--- config.mk ---
export PLATFORM = sky130hd
export DESIGN_NAME = fifo_status_flag_decode
export DESIGN_NICKNAME = d
export VERILOG_FILES = /design/src/core/fifo_flag_pkg.sv /design/src/core/sync_bank.sv /design/src/core/fifo_status_flag_decode.sv
export VERILOG_INCLUDE_DIRS = /design/src /design/src/core
export SDC_FILE = /design/constraint.sdc
export NUM_CORES = 1
export LEC_CHECK = 0
export ABC_CLOCK_PERIOD_IN_PS = 4200
export BUFFER_PORTS_ARGS = -buffer_cell sky130_fd_sc_hd__buf_4
export CORE_MARGIN = 3
export CORE_UTILIZATION = 51
export DETAILED_ROUTE_END_ITERATION = 10
export GPL_ROUTABILITY_DRIVEN = 0
export PLACE_DENSITY = 0.77
export SLEW_MARGIN = 20
export SYNTH_ARGS = -nofsm -noshare
export SYNTH_HDL_FRONTEND = slang
export SYNTH_HIERARCHICAL = 1
export SYNTH_SLANG_ARGS = --single-unit
--- constraint.sdc ---
create_clock -name sys_clk -period 4.2 [get_ports sys_clk]
set_input_delay 0.42 -clock sys_clk [delete_from_list [all_inputs] [get_ports sys_clk]]
set_output_delay 0.42 -clock sys_clk [all_outputs]
set_load 0.1 [all_outputs]
--- src/core/fifo_flag_params.svh ---
// Constants for the FIFO status-flag decoder: register map, defaults, depth.
// Included by the decoder and its package users; definitions only.
`ifndef FIFO_FLAG_PARAMS_SVH
`define FIFO_FLAG_PARAMS_SVH

// Array depth of the smallest wide-bus configuration
`define SFD_DEPTH 512

// APB register byte offsets
`define SFD_REG_EMPTY_OFS 12'h000
`define SFD_REG_FULL_OFS 12'h004
`define SFD_REG_STATUS 12'h008
`define SFD_REG_COUNT 12'h00c
`define SFD_REG_IRQ_STAT 12'h010
`define SFD_REG_IRQ_MASK 12'h014
`define SFD_ADDR_W 12

// Status register field positions
`define SFD_ST_FULL 0
`define SFD_ST_ALMOST_FULL 1
`define SFD_ST_HALF_FULL 2
`define SFD_ST_ALMOST_EMPTY 3
`define SFD_ST_EMPTY 4
`define SFD_ST_SHOW_AHEAD 5
`define SFD_ST_SERIAL 6
`define SFD_ST_BOTH_NINE 7

// Interrupt status bits
`define SFD_IRQ_W 4
`define SFD_IRQ_FULL 0
`define SFD_IRQ_EMPTY 1
`define SFD_IRQ_WR_REFUSED 2
`define SFD_IRQ_RD_REFUSED 3

// Default offsets, indexed by {load select, pick0, pick1}
`define SFD_DEF_OFS_000 127
`define SFD_DEF_OFS_001 511
`define SFD_DEF_OFS_010 255
`define SFD_DEF_OFS_011 63
`define SFD_DEF_OFS_100 31
`define SFD_DEF_OFS_101 15
`define SFD_DEF_OFS_110 7
`define SFD_DEF_OFS_111 3

// Flag pin levels while rstn is low (standard mode, empty)
`define SFD_RST_FULL 1'b1
`define SFD_RST_ALMOST_FULL 1'b1
`define SFD_RST_HALF_FULL 1'b1
`define SFD_RST_ALMOST_EMPTY 1'b0
`define SFD_RST_EMPTY 1'b0

`endif

--- src/core/fifo_flag_pkg.sv ---
// Types shared by the FIFO status-flag decoder.
// Constants live in fifo_flag_params.svh.
package fifo_flag_pkg;

    typedef enum logic
    {
        MODE_STANDARD,
        MODE_SHOW_AHEAD
    } fifoMode_t;

    typedef enum logic
    {
        LOAD_PARALLEL,
        LOAD_SERIAL
    } loadMode_t;

endpackage

--- src/core/sync_bank.sv ---
// Bank of two-flop synchronisers for asynchronous pins.
// Assumes one clock; clkEn freezes the bank like every other state.
`timescale 1ns/1ps
module sync_bank
#(
    parameter int WIDTH = 1,
    parameter logic [WIDTH-1:0] RST_VAL = '0
)(
    input wire logic sys_clk, // System clock
    input wire logic rstn, // Asynchronous reset, active low
    input wire logic clkEn, // State advances only while high
    input wire logic [WIDTH-1:0] asyncIn, // Raw pin levels
    output logic [WIDTH-1:0] syncOut // Synchronised levels
);

    logic [WIDTH-1:0] stage1_ff;
    logic [WIDTH-1:0] stage2_ff;

    // First stage feeds only the second stage
    always_ff @(posedge sys_clk or negedge rstn)
    begin
        if (!rstn)
        begin
            stage1_ff <= RST_VAL;
            stage2_ff <= RST_VAL;
        end
        else if (clkEn)
        begin
            stage1_ff <= asyncIn;
            stage2_ff <= stage1_ff;
        end
    end

    assign syncOut = stage2_ff;

endmodule

--- src/core/fifo_status_flag_decode.sv ---
// FIFO status-flag decoder: word counter, offset registers, flag pins, APB slave.
// Assumes write/read strobes come from logic on sys_clk; straps and master reset are pins.
// Contract
// [RULE1] Standard mode: 0 words gives empty and almost-empty low, 1..n empty high, above n almost-empty high.
// [RULE2] Standard mode: half-full low above half depth, almost-full low from depth-m, full low only at depth.
// [RULE3] Show-ahead: 0 words output-ready high, 1..n+1 output-ready low, from n+2 almost-empty high.
// [RULE4] Show-ahead: half-full low from half depth+2, almost-full low from depth+1-m, input-ready high at depth+1.
// [RULE5] Show-ahead counts the output register word, so capacity is depth plus one.
// [RULE6] Empty offset sets only the almost-empty threshold; full offset sets only the almost-full threshold.
// [RULE7] Master reset selecting serial loading also loads the default offset pair picked by the two straps.
// [RULE8] Master reset selecting parallel loading also loads the default offset pair picked by the two straps.
// [RULE9] With both widths nine bits each offset uses one more bit than the wide-bus case.
// [RULE10] In any other width mix each offset uses the narrower width.
// [RULE11] Offset bits above the used width are ignored on load and read back as zero.
// [RULE12] On the largest part with mixed nine/eighteen widths the far side uses 4 cycles per offset transfer.
// [RULE13] With both widths nine bits the far side uses 6 cycles to transfer the full offset set.
// [RULE14] The far side holds load select high for serial or low for parallel during master reset.
// [RULE15] The far side keeps programmed offsets between 0 and capacity minus one.
//
// Implementation choices: the address map and the APB slave port.
`timescale 1ns/1ps
`include "fifo_flag_params.svh"
module fifo_status_flag_decode
    import fifo_flag_pkg::*;
#(
    parameter int DEPTH = `SFD_DEPTH,
    parameter int OFS_W = $clog2(DEPTH) + 1,
    parameter int CNT_W = $clog2(2 * DEPTH + 2)
)(
    input wire logic sys_clk, // System clock, 100 MHz
    input wire logic rstn, // Asynchronous reset, active low
    input wire logic clkEn, // Freezes all state while low
    input wire logic [31:0] paddr, // APB address
    input wire logic psel, // APB select
    input wire logic penable, // APB enable
    input wire logic pwrite, // APB direction, high for write
    input wire logic [31:0] pwdata, // APB write data
    output logic [31:0] prdata, // APB read data
    output logic pready, // APB ready
    output logic pslverr, // APB error on unmapped address
    input wire logic wrStrobe, // Write request, one word per cycle
    input wire logic rdStrobe, // Read request, one word per cycle
    input wire logic masterResetN, // Master reset pin, active low
    input wire logic loadSelect, // Strap: high serial, low parallel
    input wire logic defaultOffsetPick0, // Strap: default offset pick bit 0
    input wire logic defaultOffsetPick1, // Strap: default offset pick bit 1
    input wire logic showAheadMode, // Strap: high selects show-ahead
    input wire logic inputWidth, // Strap: high eighteen bits, low nine
    input wire logic outputWidth, // Strap: high eighteen bits, low nine
    output logic fullFlag, // Full (standard, low active) or input-ready
    output logic almostFullFlag, // Almost full, low active
    output logic halfFullFlag, // Half full, low active
    output logic almostEmptyFlag, // Almost empty, low while nearly empty
    output logic emptyFlag, // Empty (standard, low active) or output-ready
    output logic irq // Level interrupt
);

    localparam int HALF_STD = DEPTH / 2 + 1;

    function automatic logic [OFS_W-1:0] defaultOffset(input logic ldSel, input logic p0, input logic p1);
        logic [2:0] sel;
        sel = {ldSel, p0, p1};
        case (sel)
            3'b000: defaultOffset = OFS_W'(`SFD_DEF_OFS_000);
            3'b001: defaultOffset = OFS_W'(`SFD_DEF_OFS_001);
            3'b010: defaultOffset = OFS_W'(`SFD_DEF_OFS_010);
            3'b011: defaultOffset = OFS_W'(`SFD_DEF_OFS_011);
            3'b100: defaultOffset = OFS_W'(`SFD_DEF_OFS_100);
            3'b101: defaultOffset = OFS_W'(`SFD_DEF_OFS_101);
            3'b110: defaultOffset = OFS_W'(`SFD_DEF_OFS_110);
            default: defaultOffset = OFS_W'(`SFD_DEF_OFS_111);
        endcase
    endfunction

    function automatic logic regHit(input logic [31:0] addr, input logic [`SFD_ADDR_W-1:0] offset);
        regHit = (addr[31:`SFD_ADDR_W] == '0) && (addr[`SFD_ADDR_W-1:0] == offset);
    endfunction

    // Pin synchronisers; master reset idles inactive
    logic [6:0] pinSync;
    sync_bank #(
        .WIDTH(7),
        .RST_VAL(7'h01)
    ) u_pins (
        .sys_clk(sys_clk),
        .rstn(rstn),
        .clkEn(clkEn),
        .asyncIn({outputWidth, inputWidth, showAheadMode, defaultOffsetPick1,
                  defaultOffsetPick0, loadSelect, masterResetN}),
        .syncOut(pinSync)
    );

    wire mrActive = ~pinSync[0];
    wire sLoadSel = pinSync[1];
    wire sPick0 = pinSync[2];
    wire sPick1 = pinSync[3];
    wire sShowAhead = pinSync[4];
    wire sBothNine = ~pinSync[5] & ~pinSync[6];

    fifoMode_t mode_ff;
    loadMode_t loadMode_ff;
    logic bothNine_ff;
    logic [OFS_W-1:0] emptyOfs_ff;
    logic [OFS_W-1:0] fullOfs_ff;
    logic [CNT_W-1:0] count_ff;
    logic [`SFD_IRQ_W-1:0] irqStat_ff;
    logic [`SFD_IRQ_W-1:0] irqMask_ff;
    logic fullFlag_ff;
    logic almostFullFlag_ff;
    logic halfFullFlag_ff;
    logic almostEmptyFlag_ff;
    logic emptyFlag_ff;
    logic irq_ff;
    logic [31:0] prdata_ff;
    logic pready_ff;
    logic pslverr_ff;

    // Mode straps are caught only while master reset is held
    fifoMode_t nxt_mode;
    loadMode_t nxt_loadMode;
    logic nxt_bothNine;
    assign nxt_mode = mrActive ? (sShowAhead ? MODE_SHOW_AHEAD : MODE_STANDARD) : mode_ff;
    assign nxt_loadMode = mrActive ? (sLoadSel ? LOAD_SERIAL : LOAD_PARALLEL) : loadMode_ff; // RULE14
    assign nxt_bothNine = mrActive ? sBothNine : bothNine_ff;

    wire isShowAhead = (mode_ff == MODE_SHOW_AHEAD);
    wire nxtShowAhead = (nxt_mode == MODE_SHOW_AHEAD);

    // Used offset width follows the bus-width mix
    wire [OFS_W-1:0] ofsMask = bothNine_ff ? {OFS_W{1'b1}} : {1'b0, {(OFS_W-1){1'b1}}}; // RULE9 RULE10
    wire [OFS_W-1:0] dfltOffset = defaultOffset(sLoadSel, sPick0, sPick1);

    // Capacity: doubled array with both widths at nine, plus output register in show-ahead
    wire [CNT_W-1:0] baseDepth = bothNine_ff ? CNT_W'(2 * DEPTH) : CNT_W'(DEPTH); // RULE9
    wire [CNT_W-1:0] capacity = baseDepth + CNT_W'(isShowAhead); // RULE5
    wire [CNT_W-1:0] nxtBaseDepth = nxt_bothNine ? CNT_W'(2 * DEPTH) : CNT_W'(DEPTH);
    wire [CNT_W-1:0] nxtCapacity = nxtBaseDepth + CNT_W'(nxtShowAhead); // RULE5

    wire isFull = (count_ff == capacity);
    wire isEmpty = (count_ff == '0);
    wire doWr = wrStrobe & ~isFull;
    wire doRd = rdStrobe & ~isEmpty;
    wire [CNT_W-1:0] nxt_count = mrActive ? '0 : count_ff + CNT_W'(doWr) - CNT_W'(doRd);

    // APB decode
    wire apbSetup = psel & ~penable;
    wire apbCommit = psel & penable & pready_ff;
    wire hitEmptyOfs = regHit(paddr, `SFD_REG_EMPTY_OFS);
    wire hitFullOfs = regHit(paddr, `SFD_REG_FULL_OFS);
    wire hitStatus = regHit(paddr, `SFD_REG_STATUS);
    wire hitCount = regHit(paddr, `SFD_REG_COUNT);
    wire hitIrqStat = regHit(paddr, `SFD_REG_IRQ_STAT);
    wire hitIrqMask = regHit(paddr, `SFD_REG_IRQ_MASK);
    wire anyHit = hitEmptyOfs | hitFullOfs | hitStatus | hitCount | hitIrqStat | hitIrqMask;
    wire wrCommit = apbCommit & pwrite & anyHit;

    // Master reset wins over a software load in the same cycle
    logic [OFS_W-1:0] nxt_emptyOfs;
    logic [OFS_W-1:0] nxt_fullOfs;
    assign nxt_emptyOfs = mrActive ? dfltOffset :                        // RULE7 RULE8
                          (wrCommit & hitEmptyOfs) ? (pwdata[OFS_W-1:0] & ofsMask) : emptyOfs_ff; // RULE11
    assign nxt_fullOfs = mrActive ? dfltOffset :                         // RULE7 RULE8
                         (wrCommit & hitFullOfs) ? (pwdata[OFS_W-1:0] & ofsMask) : fullOfs_ff; // RULE11

    // Thresholds; offsets beyond capacity-1 would wrap the almost-full limit
    wire [CNT_W-1:0] aeLimit = CNT_W'(nxt_emptyOfs) + CNT_W'(nxtShowAhead); // RULE6 RULE3
    wire [CNT_W-1:0] hfLimit = (nxtBaseDepth >> 1) + CNT_W'(nxtShowAhead); // RULE2 RULE4
    wire [CNT_W-1:0] afLimit = nxtCapacity - CNT_W'(nxt_fullOfs); // RULE6 RULE15

    wire nxt_almostEmpty = (nxt_count > aeLimit); // RULE1 RULE3
    wire nxt_halfFull = ~(nxt_count > hfLimit); // RULE2 RULE4
    wire nxt_almostFull = ~(nxt_count >= afLimit); // RULE2 RULE4
    wire nxt_fullPin = nxtShowAhead ? (nxt_count == nxtCapacity) : (nxt_count != nxtCapacity); // RULE2 RULE4
    wire nxt_emptyPin = nxtShowAhead ? (nxt_count == '0) : (nxt_count != '0); // RULE1 RULE3

    // Interrupt events: set beats a same-cycle write-one clear
    wire [`SFD_IRQ_W-1:0] events = {rdStrobe & isEmpty & ~mrActive,
                                    wrStrobe & isFull & ~mrActive,
                                    ~mrActive & (nxt_count == '0) & ~isEmpty,
                                    ~mrActive & (nxt_count == capacity) & ~isFull};
    wire [`SFD_IRQ_W-1:0] irqClear = (wrCommit & hitIrqStat) ? pwdata[`SFD_IRQ_W-1:0] : '0;
    wire [`SFD_IRQ_W-1:0] nxt_irqStat = (irqStat_ff & ~irqClear) | events;
    wire [`SFD_IRQ_W-1:0] nxt_irqMask = (wrCommit & hitIrqMask) ? pwdata[`SFD_IRQ_W-1:0] : irqMask_ff;

    wire [7:0] statusWord = {bothNine_ff, loadMode_ff == LOAD_SERIAL, isShowAhead,
                             emptyFlag_ff, almostEmptyFlag_ff, halfFullFlag_ff, almostFullFlag_ff, fullFlag_ff};
    wire [31:0] readMux = hitEmptyOfs ? 32'(emptyOfs_ff & ofsMask) :   // RULE11
                          hitFullOfs ? 32'(fullOfs_ff & ofsMask) :     // RULE11
                          hitStatus ? {24'h000000, statusWord} :
                          hitCount ? 32'(count_ff) :
                          hitIrqStat ? 32'(irqStat_ff) :
                          hitIrqMask ? 32'(irqMask_ff) : 32'h00000000;

    always_ff @(posedge sys_clk or negedge rstn)
    begin
        if (!rstn)
        begin
            mode_ff <= MODE_STANDARD;
            loadMode_ff <= LOAD_PARALLEL;
            bothNine_ff <= 1'b0;
            emptyOfs_ff <= OFS_W'(`SFD_DEF_OFS_000);
            fullOfs_ff <= OFS_W'(`SFD_DEF_OFS_000);
            count_ff <= '0;
        end
        else if (clkEn)
        begin
            mode_ff <= nxt_mode;
            loadMode_ff <= nxt_loadMode;
            bothNine_ff <= nxt_bothNine;
            emptyOfs_ff <= nxt_emptyOfs;
            fullOfs_ff <= nxt_fullOfs;
            count_ff <= nxt_count;
        end
    end

    // Flags decode next count so they line up with count_ff
    always_ff @(posedge sys_clk or negedge rstn)
    begin
        if (!rstn)
        begin
            fullFlag_ff <= `SFD_RST_FULL;
            almostFullFlag_ff <= `SFD_RST_ALMOST_FULL;
            halfFullFlag_ff <= `SFD_RST_HALF_FULL;
            almostEmptyFlag_ff <= `SFD_RST_ALMOST_EMPTY;
            emptyFlag_ff <= `SFD_RST_EMPTY;
        end
        else if (clkEn)
        begin
            fullFlag_ff <= nxt_fullPin;
            almostFullFlag_ff <= nxt_almostFull;
            halfFullFlag_ff <= nxt_halfFull;
            almostEmptyFlag_ff <= nxt_almostEmpty;
            emptyFlag_ff <= nxt_emptyPin;
        end
    end

    // Zero-wait APB: answer registered in setup, shown in access
    always_ff @(posedge sys_clk or negedge rstn)
    begin
        if (!rstn)
        begin
            irqStat_ff <= '0;
            irqMask_ff <= '0;
            irq_ff <= 1'b0;
            prdata_ff <= 32'h00000000;
            pready_ff <= 1'b0;
            pslverr_ff <= 1'b0;
        end
        else if (clkEn)
        begin
            irqStat_ff <= nxt_irqStat;
            irqMask_ff <= nxt_irqMask;
            irq_ff <= |(nxt_irqStat & nxt_irqMask);
            prdata_ff <= (apbSetup & ~pwrite) ? readMux : 32'h00000000;
            pready_ff <= apbSetup;
            pslverr_ff <= apbSetup & ~anyHit;
        end
    end

    assign fullFlag = fullFlag_ff;
    assign almostFullFlag = almostFullFlag_ff;
    assign halfFullFlag = halfFullFlag_ff;
    assign almostEmptyFlag = almostEmptyFlag_ff;
    assign emptyFlag = emptyFlag_ff;
    assign irq = irq_ff;
    assign prdata = prdata_ff;
    assign pready = pready_ff;
    assign pslverr = pslverr_ff;
endmodule

==> results of run 1 <==
[state kept, by name, indices dropped and copies added (netlist names), 4 cells and up]
name / cells
count_ff: 11
emptyOfs_ff: 10
fullOfs_ff: 10
irqMask_ff: 4
irqStat_ff: 4
prdata: 11
u_pins/stage1_ff: 7
u_pins/syncOut: 7
[worst register-to-register path, stage by stage, from the launching register on]
cell	delay, ns
dfrtp_1	0.40
inv_2	0.09
ha_4	0.14
and4_4	0.25
nand3_2	0.09
and2_4	0.15
ha_4	0.26
inv_2	0.04
ha_4	0.16
fa_2	0.45
a211oi_4	0.31
nor2_2	0.08
xnor2_2	0.25
and2_4	0.20
ha_4	0.19
and4_1	0.18
a31oi_1	0.14
a21oi_1	0.09
o31a_1	0.31
o41ai_2	0.32
[per-layer routing]
metal	share of wire (%)	GRT usage, %
met1	40	36.24
met2	49	45.01
met3	8.6	6.765
met4	3.2	9.184
met5	0	0
[through the flow]
stage	util [%]	power, mW	hold slack [ns]	std cells
floorplan	-	2.952	0.1244	679
global placement	61.61	3.751	0.4702	897
detailed placement	61.61	3.882	0.4757	897
CTS	64.17	4.666	0.2582	913
global route	66.61	5.395	0.2923	920
finish	66.61	5.103	0.2232	920
[repair_timing]
action	in CTS	in global routing
buffers inserted	0	7
hold buffers	0	0
endpoints found under the hold margin	0	0
endpoints found under the setup margin	3	6
resized for setup	3	45
pin swaps	1	24
[cell type report]
type                    count  area (sq um)
well taps                 140         175.2
clock buffers              10         229.0
inverters                  34         127.6
fillers                   880          3731
clock inverters             6         41.29
flip-flops and latches     75          1904
repair buffers            130         988.4
multi-input cells         525          3976
[placed cells by master, fill, tap and decap left out, types with 19 or more instances in the layout]
cell type,count
buf_4,129
nor2_1,59
dfrtp_1,53
nand2_1,50
ha_1,38
a21oi_1,36
o21ai_0,36
mux2_2,28
inv_1,26
conb_1,21
dfstp_2,19
[power breakdown]
part / switching [mW] / internal, mW / total [mW]
logic: 1.92 / 1.42 / 3.34
registers: 0.147 / 0.890 / 1.04
clock network: 0.326 / 0.400 / 0.726
total: 2.39 / 2.71 / 5.10
[cell families after synthesis]
logic type               share of synthesized area, %
flip-flops                                      31.71
other                                         0.06256
XOR/XNOR                                        4.237
multiplexers                                    8.328
AO/OA/AOI/OAI                                   18.60
buffers and inverters                           7.097
adder cells (fa/ha/maj)                         9.727
AND/OR/NAND/NOR                                 20.25
[path summary, 6_finish.rpt]
| path | from | end | slack, ns | cells past startpoint |
|---|---|---|---|---|
| max | count_ff[2] | almostFullFlag | 0.006 | 19 |
| min | rstn | u_pins/stage1_ff[2] | 0.22 | 1 |
| max reg2reg | count_ff[2] | almostFullFlag | 0.006 | 19 |
| min reg2reg | prdata[4] | prdata[4] | 0.49 | 1 |
| max in group asynchronous | rstn | count_ff[10] | 3.32 | 1 |
| min in group sys_clk | outputWidth | u_pins/stage1_ff[6] | 0.30 | 2 |
==> out/qor.csv, run 1 <==
stage,metric,value,unit
synthesis,netlist_area,5994,sq um
setup_path,crit_required,4.45,ns
pwr,ir_drop,617.0,uV
synthesis,synth_seq_cells,75,
global_route,antenna_found_initial,0,
global_route,grt_pass1_wl,28.50,mm
sta,relSlewSlack,37.24,%
setup_path,cp_slowest_cell,fa_2,
detailed_routing,drtIter0Drc,607,
synthesis,synth_top_area_cell,dfrtp_1,
setup_path,arrival,4.44,ns
detailed_routing,drt_wl_total,18.78,mm
synthesis,yosysWarningCount,6,
setup_path,path_class,reg2reg,
sta,fin_skew,0.006733,ns
die,die_height,114.4,microns
cts,cts_sinks,75,
synthesis,synth-main-ff-cell,dfrtp_1,
sta,setup_viol,0,
synthesis,yosysUniqueCellTypes,82,
synthesis,syn_avg_cell_area,9.096,sq um
layout,stdcell_area,7442,sq um
place,pre_cts_ws,-0.1085,ns
layout,nets,900,
synthesis,synthTopCellsByCount,"61 x nor2_1, 56 x dfrtp_1, 51 x nand2_1",
pwr,powerDensity,685.7,nW/um^2
run,cap_violations,0,
layout,syn2layout_area_growth,24.15,%
synthesis,ys_top_cells_by_area,"dfrtp_1 23%, ha_1 9.4%, dfstp_2 8.3%",
sta,post-route-period-util,99.85,%
synthesis,postSynthCellCount,659,
detailed_routing,vias,5800,
setup_path,critPathMaxFanout,3,
die,start_util,53.65,%
cts,clock_latency,0.35,ns
sta,fin_crit,4.194,ns
cts,cts_root_buf,clkbuf_16,
die,coreArea,11170,sq um
setup_path,worstPathCellList,inv_2 > ha_4 > and4_4 > nand3_2 > and2_4 > ha_4 > inv_2 > ha_4 > fa_2 > a211oi_4 > nor2_2 > xnor2_2 > and2_4 > ha_4 > and4_1 > a31oi_1 > a21oi_1 > o31a_1 > o41ai_2,
cts,path_clk_slew,0.06,ns
place,dp_hpwl,14.12,mm
cts,htree_levels,3,
place,postPlaceCellArea,6884,sq um
die,io_pins,119,
die,die_w,114.4,microns
cts,clockBufferDepth,2,
place,port-buffer-count,75,
detailed_routing,drc,0,
setup_path,start_kind,flip-flop,
sta,fmax,0.2384,GHz
cts,numCtsBuffers,9,
global_route,track_usage,27.71,%
pwr,p_leak,3.229,nW
sta,hold_viol_final,0,
global_route,grt_overflow,0,
status,status,"complete, no violations",
sta,grt_setup_unrepaired,true,
synthesis,synth_most_common_cell,nor2_1,
layout,antennaDiodeCount,0,
setup_path,cp_top_family,adder cells,
setup_path,max_stage_delay,0.45,ns
sta,final_max_slew_viol_count,0,
detailed_routing,post_drt_wl_per_cell,20.41,microns
die,rows,38,
detailed_routing,drtPass1Iterations,5,
layout,drive_gt1_share,33.46,%
sta,worst_slack,0.006199,ns
detailed_routing,via_per_inst,6.304,
synthesis,async_flop_share,100.0,%
synthesis,synth_top_area_share,23.38,%
sta,worst_pin_slew,0.9414,ns
detailed_routing,antenna_left,0,
worst_hold_path,hold_class,in2async,
synthesis,synth_edf_count,0,
global_route,grt_pass1_vias,5652,
die,fp.dieArea,13090,sq um
global_route,grt_max_degree,76,
cts,tritoncts,done,
setup_path,cpMostUsedCell,ha_4,
setup_path,crit_buf_inv,2,
synthesis,ys_seq_area_share,31.71,%
sta,setup_tns,0,ns
setup_path,crit_path_end_kind,flip-flop,
(Power assumes the default switching activity.)
==> inputs of run 2 (changes only) <==
--- a/config.mk
+++ b/config.mk
@@ -8,6 +8,7 @@
 export LEC_CHECK = 0
 export ABC_CLOCK_PERIOD_IN_PS = 4200
 export BUFFER_PORTS_ARGS = -buffer_cell sky130_fd_sc_hd__buf_4
+export CORE_ASPECT_RATIO = 1.2
 export CORE_MARGIN = 3
 export CORE_UTILIZATION = 51
 export DETAILED_ROUTE_END_ITERATION = 10
==> run 2 against run 1 <==
Worst hold slack improved by 0.0039 ns. Fmax rose by 3.5%. Clock power rose by 7.0%. Setup slack improved by 0.14 ns. Highest routed layer unchanged. Sequential power barely moved. Clock-buffer cell count fell by 1.
==> out/qor.csv, run 2 (synthesized netlist as in run 1, its figures left out) <==
stage,metric,value,unit,change
layout,nets,896,,was 900
setup_path,arrival,4.29,ns,was 4.44 ns
global_route,met3_usage,4.406,%,was 6.765%
setup_path,rrSetupSlack,0.15,ns,was 0.006 ns
die,coreArea,11250,sq um,was 11170 sq um
cts,tritoncts,done,,unchanged
layout,syn2layout_area_growth,22.19,%,was 24.15%
run,cap_violations,0,,unchanged
place,post-place-cells,912,,was 897
place,postPlaceCellArea,6909,sq um,was 6884 sq um
layout,multi_input_area,3850,sq um,was 3976 sq um
detailed_routing,drtPass1Iterations,5,,unchanged
layout,fillers,899,,was 880
detailed_routing,drt_wl_total,17.50,mm,was 18.78 mm
cts,cts_root_buf,clkbuf_16,,unchanged
sta,worst_slack,0.1477,ns,was 0.006199 ns
sta,timing.hold.ws,0.2271,ns,was 0.2232 ns
global_route,grt_max_degree,76,,unchanged
pwr,p_leak,3.219,nW,was 3.229 nW
die,start_util,53.30,%,was 53.65%
detailed_routing,drtIter0Drc,500,,was 607
global_route,antenna_found_initial,0,,unchanged
sta,relSlewSlack,31.70,%,was 37.24%
sta,post-route-period-util,96.48,%,was 99.85%
cts,htree_levels,3,,unchanged
layout,fin_cells,930,,was 920
setup_path,regToRegStartpoint,count_ff[5],,was count_ff[2]
sta,setup_tns,0,ns,unchanged
detailed_routing,vias,5698,,was 5800
cts,path_clk_slew,0.06,ns,about the same
global_route,track_usage,26.34,%,was 27.71%
sta,fin_skew,0.008392,ns,was 0.006733 ns
layout,drive_gt1_share,30.80,%,was 33.46%
die,rows,42,,was 38
detailed_routing,via_per_inst,6.127,,was 6.304
cts,cts_sinks,75,,unchanged
global_route,met2_usage,44.05,%,was 45.01%
sta,setup_viol,0,,unchanged
setup_path,rr_endpoint,almostEmptyFlag,,was almostFullFlag
global_route,grt_pass1_wl,27.93,mm,was 28.50 mm
worst_hold_path,hold_class,in2async,,unchanged
place,port-buffer-count,75,,unchanged
layout,final_util,65.13,%,was 66.61%
sta,hold_viol_final,0,,unchanged
place,dp_hpwl,13.47,mm,was 14.12 mm
pwr,powerDensity,675.0,nW/um^2,was 685.7 nW/um^2
global_route,grt_overflow,0,,unchanged
sta,fmax,0.2468,GHz,was 0.2384 GHz
cts,clock_latency,0.34,ns,was 0.35 ns
sta,worst_pin_slew,1.017,ns,was 0.9414 ns
die,die_w,105.0,microns,was 114.4 microns
die,die_height,124.8,microns,was 114.4 microns
setup_path,critPathMaxFanout,3,,unchanged
detailed_routing,drc,0,,unchanged
layout,final_cell_mix,"125 x buf_4, 60 x nor2_1, 55 x dfrtp_1, 51 x nand2_1, 42 x ha_1",,"was 129 x buf_4, 59 x nor2_1, 53 x dfrtp_1, 50 x nand2_1, 38 x ha_1"
setup_path,start_kind,flip-flop,,unchanged
setup_path,reg2regPathDepth,21,,was 19
global_route,busiest_layer,met2,,unchanged
global_route,use_met1,32.60,%,was 36.24%
pwr,p_total,4.944,mW,was 5.103 mW
die,fp.dieArea,13100,sq um,was 13090 sq um
cts,clockBufferDepth,2,,unchanged
place,pre_cts_ws,-0.03702,ns,was -0.1085 ns
status,status,"complete, no violations",,unchanged
setup_path,crit_path_end_kind,flip-flop,,unchanged
cts,numCtsBuffers,9,,unchanged
die,io_pins,119,,unchanged
setup_path,crit_required,4.44,ns,was 4.45 ns
global_route,grt_pass1_vias,5574,,was 5652
layout,antennaDiodeCount,0,,unchanged
detailed_routing,antenna_left,0,,unchanged
layout,stdcell_area,7325,sq um,was 7442 sq um
setup_path,path_class,reg2reg,,unchanged
pwr,ir_drop,386.9,uV,was 617.0 uV
detailed_routing,post_drt_wl_per_cell,18.82,microns,was 20.41 microns
layout,final_common_cell,buf_4,,unchanged
layout,ff_latch_area,1902,sq um,was 1904 sq um
sta,final_max_slew_viol_count,0,,unchanged
sta,fin_crit,4.052,ns,was 4.194 ns
run 2: changes by cell type in the layout (fill, tap and decap cells not counted), moves of 2 or more:
cell,change
inv_2,-7
ha_2,+2
dfrtp_2,-2
nor3_2,-3
inv_1,+7
a211oi_2,+2
dfrtp_1,+2
ha_1,+4
o21ai_0,-4
nor3_1,+3
ha_4,-6
buf_4,-4
o21ai_1,+4
run 2: power by group:
group	switching (mW)	internal (mW)	total, mW
sequential	0.140	0.889	1.03
combinational	1.78	1.36	3.14
clock	0.320	0.458	0.777
total	2.24	2.71	4.94
run 2: layer usage:
metal  share of wire, %  vias up
met3                7.7       64
met5                  0        -
met1                 40     2738
li1                   -     2605
met4                4.1        0
met2                 49      291
run 2: worst max-delay path: stages (launching register included):
cell and delay, ns:
dfrtp_1 0.37, inv_1 0.11, ha_1 0.17, and4_4 0.22, nand3_2 0.08, and2_4 0.16
ha_1 0.27, inv_1 0.04, ha_2 0.19, fa_2 0.42, buf_4 0.16, xor2_2 0.15
and2_4 0.17, buf_4 0.14, ha_1 0.31, o21a_1 0.11, o21a_1 0.16, o21ai_1 0.12
nand2b_1 0.10, a21oi_2 0.17, o21ai_1 0.07, a31o_2 0.24
run 2: repair_timing:
action	CTS	global route
setup buffers	0	2
hold buffers	0	0
endpoints found under the hold margin	0	0
pin swaps	0	13
endpoints found under the setup margin	2	5
resized for setup	2	27
run 2: area by class of cell:
type                            count  area share [%]
Clock buffer                        9           3.075
Timing Repair Buffer              126           13.09
Tap cell                          154           2.631
Multi-Input combinational cell    525           52.56
Clock inverter                      7          0.9395
Sequential cell                    75           25.97
Inverter                           34           1.742
run 2: how the worst max path moves through the flow:
| stage | end | depth (start not counted) | slack (ns) | from |
|---|---|---|---|---|
| 5_1_grt | almostEmptyFlag | 21 | -0.0002 | count_ff[5] |
| 3_3_place_gp | almostFullFlag | 17 | 0.07 | paddr[10] |
| 4_1_cts | almostEmptyFlag | 21 | 0.02 | count_ff[6] |
| 6_report | almostEmptyFlag | 21 | 0.15 | count_ff[5] |
| 2_1_floorplan | almostFullFlag | 18 | 0.15 | u_pins/syncOut[0] |
| 3_5_place_dp | almostEmptyFlag | 21 | -0.04 | count_ff[6] |
==> inputs of run 3 (changes only) <==
--- a/config.mk
+++ b/config.mk
@@ -8,9 +8,11 @@
 export LEC_CHECK = 0
 export ABC_CLOCK_PERIOD_IN_PS = 4200
 export BUFFER_PORTS_ARGS = -buffer_cell sky130_fd_sc_hd__buf_4
+export CELL_PAD_IN_SITES_DETAIL_PLACEMENT = 1
+export CELL_PAD_IN_SITES_GLOBAL_PLACEMENT = 2
 export CORE_ASPECT_RATIO = 1.2
 export CORE_MARGIN = 3
-export CORE_UTILIZATION = 51
+export CORE_UTILIZATION = 31
 export DETAILED_ROUTE_END_ITERATION = 10
 export GPL_ROUTABILITY_DRIVEN = 0
 export PLACE_DENSITY = 0.77
==> run 3 against run 2 <==
Wire length up 26%. Register-to-register slack about the same. Worst hold slack better by 0.071 ns. Cell count up 14%.
==> out/qor.csv, run 3 (synthesized netlist as in run 1, its figures left out) <==
stage,metric,value,unit,change
pwr,powerDensity,705.1,nW/um^2,was 675.0 nW/um^2
setup_path,cpMostUsedCell,ha_4,,was ha_1
layout,fin_cells,1062,,was 930
detailed_routing,drtPass1Iterations,5,,unchanged
pwr,p_sw_share,46.09,%,was 45.23%
setup_path,cp_top_family,adder cells,,unchanged
detailed_routing,via_per_inst,5.363,,was 6.127
global_route,grt_max_degree,76,,unchanged
sta,setup_viol,0,,unchanged
pwr,comb_power_share,65.3,%,was 63.5%
cts,clock_latency,0.35,ns,was 0.34 ns
sta,timing.hold.ws,0.2985,ns,was 0.2271 ns
die,coreArea,18920,sq um,was 11250 sq um
setup_path,cp_slowest_cell,fa_2,,unchanged
cts,cts_sinks,75,,unchanged
sta,hold_viol_final,0,,unchanged
cts,tritoncts,done,,unchanged
sta,fin_skew,0.01316,ns,was 0.008392 ns
place,post-place-cells,1037,,was 912
place,port-buffer-count,75,,unchanged
worst_hold_path,hold_class,in2reg,,was in2async
layout,antennaDiodeCount,0,,unchanged
layout,final_common_cell,buf_4,,unchanged
cts,cts_root_buf,clkbuf_16,,unchanged
pwr,pwr-share-seq,18.6,%,was 20.8%
die,fp.dieArea,21050,sq um,was 13100 sq um
cts,numCtsBuffers,9,,unchanged
pwr,netSwitchingPower,2.554,mW,was 2.236 mW
sta,post-route-period-util,96.65,%,was 96.48%
sta,relSlewSlack,47.34,%,was 31.70%
setup_path,crit_path_end_kind,flip-flop,,unchanged
die,rows,55,,was 42
layout,nets,926,,was 896
global_route,grt_overflow,0,,unchanged
pwr,p_int,2.988,mW,was 2.708 mW
die,io_pins,119,,unchanged
detailed_routing,drtIter0Drc,266,,was 500
sta,worst_pin_slew,0.7827,ns,was 1.017 ns
setup_path,path_class,reg2reg,,unchanged
setup_path,crit_buf_inv,2,,was 4
setup_path,arrival,4.31,ns,was 4.29 ns
die,die_height,158.3,microns,was 124.8 microns
sta,fmax,0.2463,GHz,was 0.2468 GHz
pwr,p_leak,3.402,nW,was 3.219 nW
global_route,grt_pass1_vias,6055,,was 5574
setup_path,worstPathCellList,inv_2 > ha_4 > and4_4 > nand3_4 > and2_4 > ha_4 > inv_2 > ha_4 > fa_2 > a211oi_4 > nor2_1 > xnor2_1 > and2_4 > ha_1 > and4_1 > a31oi_1 > a21oi_1 > o31a_1 > o41ai_1,,was inv_1 > ha_1 > and4_4 > nand3_2 > and2_4 > ha_1 > inv_1 > ha_2 > fa_2 > buf_4 > xor2_2 > and2_4 > buf_4 > ha_1 > o21a_1 > o21a_1 > o21ai_1 > nand2b_1 > a21oi_2 > o21ai_1 > a31o_2
detailed_routing,vias,5695,,was 5698
detailed_routing,drt_wl_total,21.98,mm,was 17.50 mm
cts,path_clk_slew,0.07,ns,was 0.06 ns
detailed_routing,antenna_left,0,,unchanged
setup_path,max_stage_delay,0.40,ns,was 0.42 ns
layout,final_util,41.53,%,was 65.13%
setup_path,start_kind,flip-flop,,unchanged
global_route,antenna_found_initial,0,,unchanged
status,status,"complete, no violations",,unchanged
setup_path,crit_required,4.45,ns,was 4.44 ns
sta,final_max_slew_viol_count,0,,unchanged
sta,grt_setup_unrepaired,true,,
cts,htree_levels,3,,unchanged
global_route,track_usage,20.53,%,was 26.34%
pwr,ir_drop,316.5,uV,was 386.9 uV
sta,setup_tns,0,ns,unchanged
cts,clockBufferDepth,2,,unchanged
layout,final_cell_mix,"153 x buf_4, 59 x nor2_1, 54 x dfrtp_1, 50 x nand2_1, 39 x ha_1",,"was 125 x buf_4, 60 x nor2_1, 55 x dfrtp_1, 51 x nand2_1, 42 x ha_1"
pwr,clkPwrFrac,16.1,%,was 15.7%
global_route,grt_pass1_wl,33.52,mm,was 27.93 mm
layout,syn2layout_area_growth,31.12,%,was 22.19%
detailed_routing,drc,0,,unchanged
place,dp_hpwl,17.16,mm,was 13.47 mm
sta,fin_crit,4.059,ns,was 4.052 ns
run,cap_violations,0,,unchanged
die,start_util,31.68,%,was 53.30%
layout,drive_gt1_share,35.36,%,was 30.80%
setup_path,critPathMaxFanout,2,,was 3
detailed_routing,post_drt_wl_per_cell,20.69,microns,was 18.82 microns
die,die_w,132.9,microns,was 105.0 microns
run 3: metrics by stage:
| step | area (sq um) | power [mW] | setup WS, ns |
|---|---|---|---|
| floorplan | 6071 | 2.952 | 0.1535 |
| global placement | 7197 | 3.986 | -0.03184 |
| detailed placement | 7197 | 4.132 | -0.2155 |
| CTS | 7584 | 5.154 | -0.01036 |
| global route | 7860 | 5.881 | -0.03230 |
| finish | 7860 | 5.542 | 0.1407 |
run 3: layout make-up:
cell class	count	area [sq um]
Clock inverter	7	106.4
Multi-Input combinational cell	525	3980
Sequential cell	75	1903
Timing Repair Buffer	156	1197
Inverter	34	127.6
Tap cell	256	320.3
Clock buffer	9	225.2
Fill cell	2190	11060
run 3: path summary, 6_finish.rpt:
check	from	end	slack [ns]	depth (start not counted)
setup / recovery	count_ff[2]	almostFullFlag	0.14	19
hold reg to reg	prdata[9]	prdata[9]	0.49	1
hold / removal	loadSelect	u_pins/stage1_ff[1]	0.30	2
min in group asynchronous	rstn	irqStat_ff[2]	0.52	2
setup reg to reg	count_ff[2]	almostFullFlag	0.14	19
max in group asynchronous	rstn	emptyOfs_ff[6]	3.03	3
run 3: worst reg2reg max path, stage by stage, from the launching register on:
cell and delay (ns):
dfrtp_1 0.39, inv_2 0.08, ha_4 0.14, and4_4 0.26
nand3_4 0.08, and2_4 0.15, ha_4 0.25, inv_2 0.04
ha_4 0.15, fa_2 0.40, a211oi_4 0.30, nor2_1 0.10
xnor2_1 0.23, and2_4 0.21, ha_1 0.25, and4_1 0.19
a31oi_1 0.16, a21oi_1 0.08, o31a_1 0.24, o41ai_1 0.25
run 3: power groups by stage:
stage | Clock [mW] | Combinational [mW] | Sequential [mW]
CTS | 0.908 | 3.22 | 1.03
global route | 0.942 | 3.89 | 1.05
detailed placement | 0 | 3.09 | 1.04
floorplan | 0 | 1.78 | 1.17
global placement | 0 | 2.96 | 1.03
finish | 0.893 | 3.62 | 1.03
run 3: what timing repair did:
item	in CTS	in global routing
pin swaps	4	19
hold buffers	0	1
endpoints found under the setup margin	4	7
endpoints found under the hold margin	0	19
buffers inserted	2	5
resized for setup	9	46
run 3: per-layer routing:
layer,wire (microns),track usage (%),vias to the layer above
li1,-,-,2653
met1,9163,25.32,2888
met2,11580,37.42,125
met3,616,1.802,29
met4,615,7.673,0
met5,0,0,-
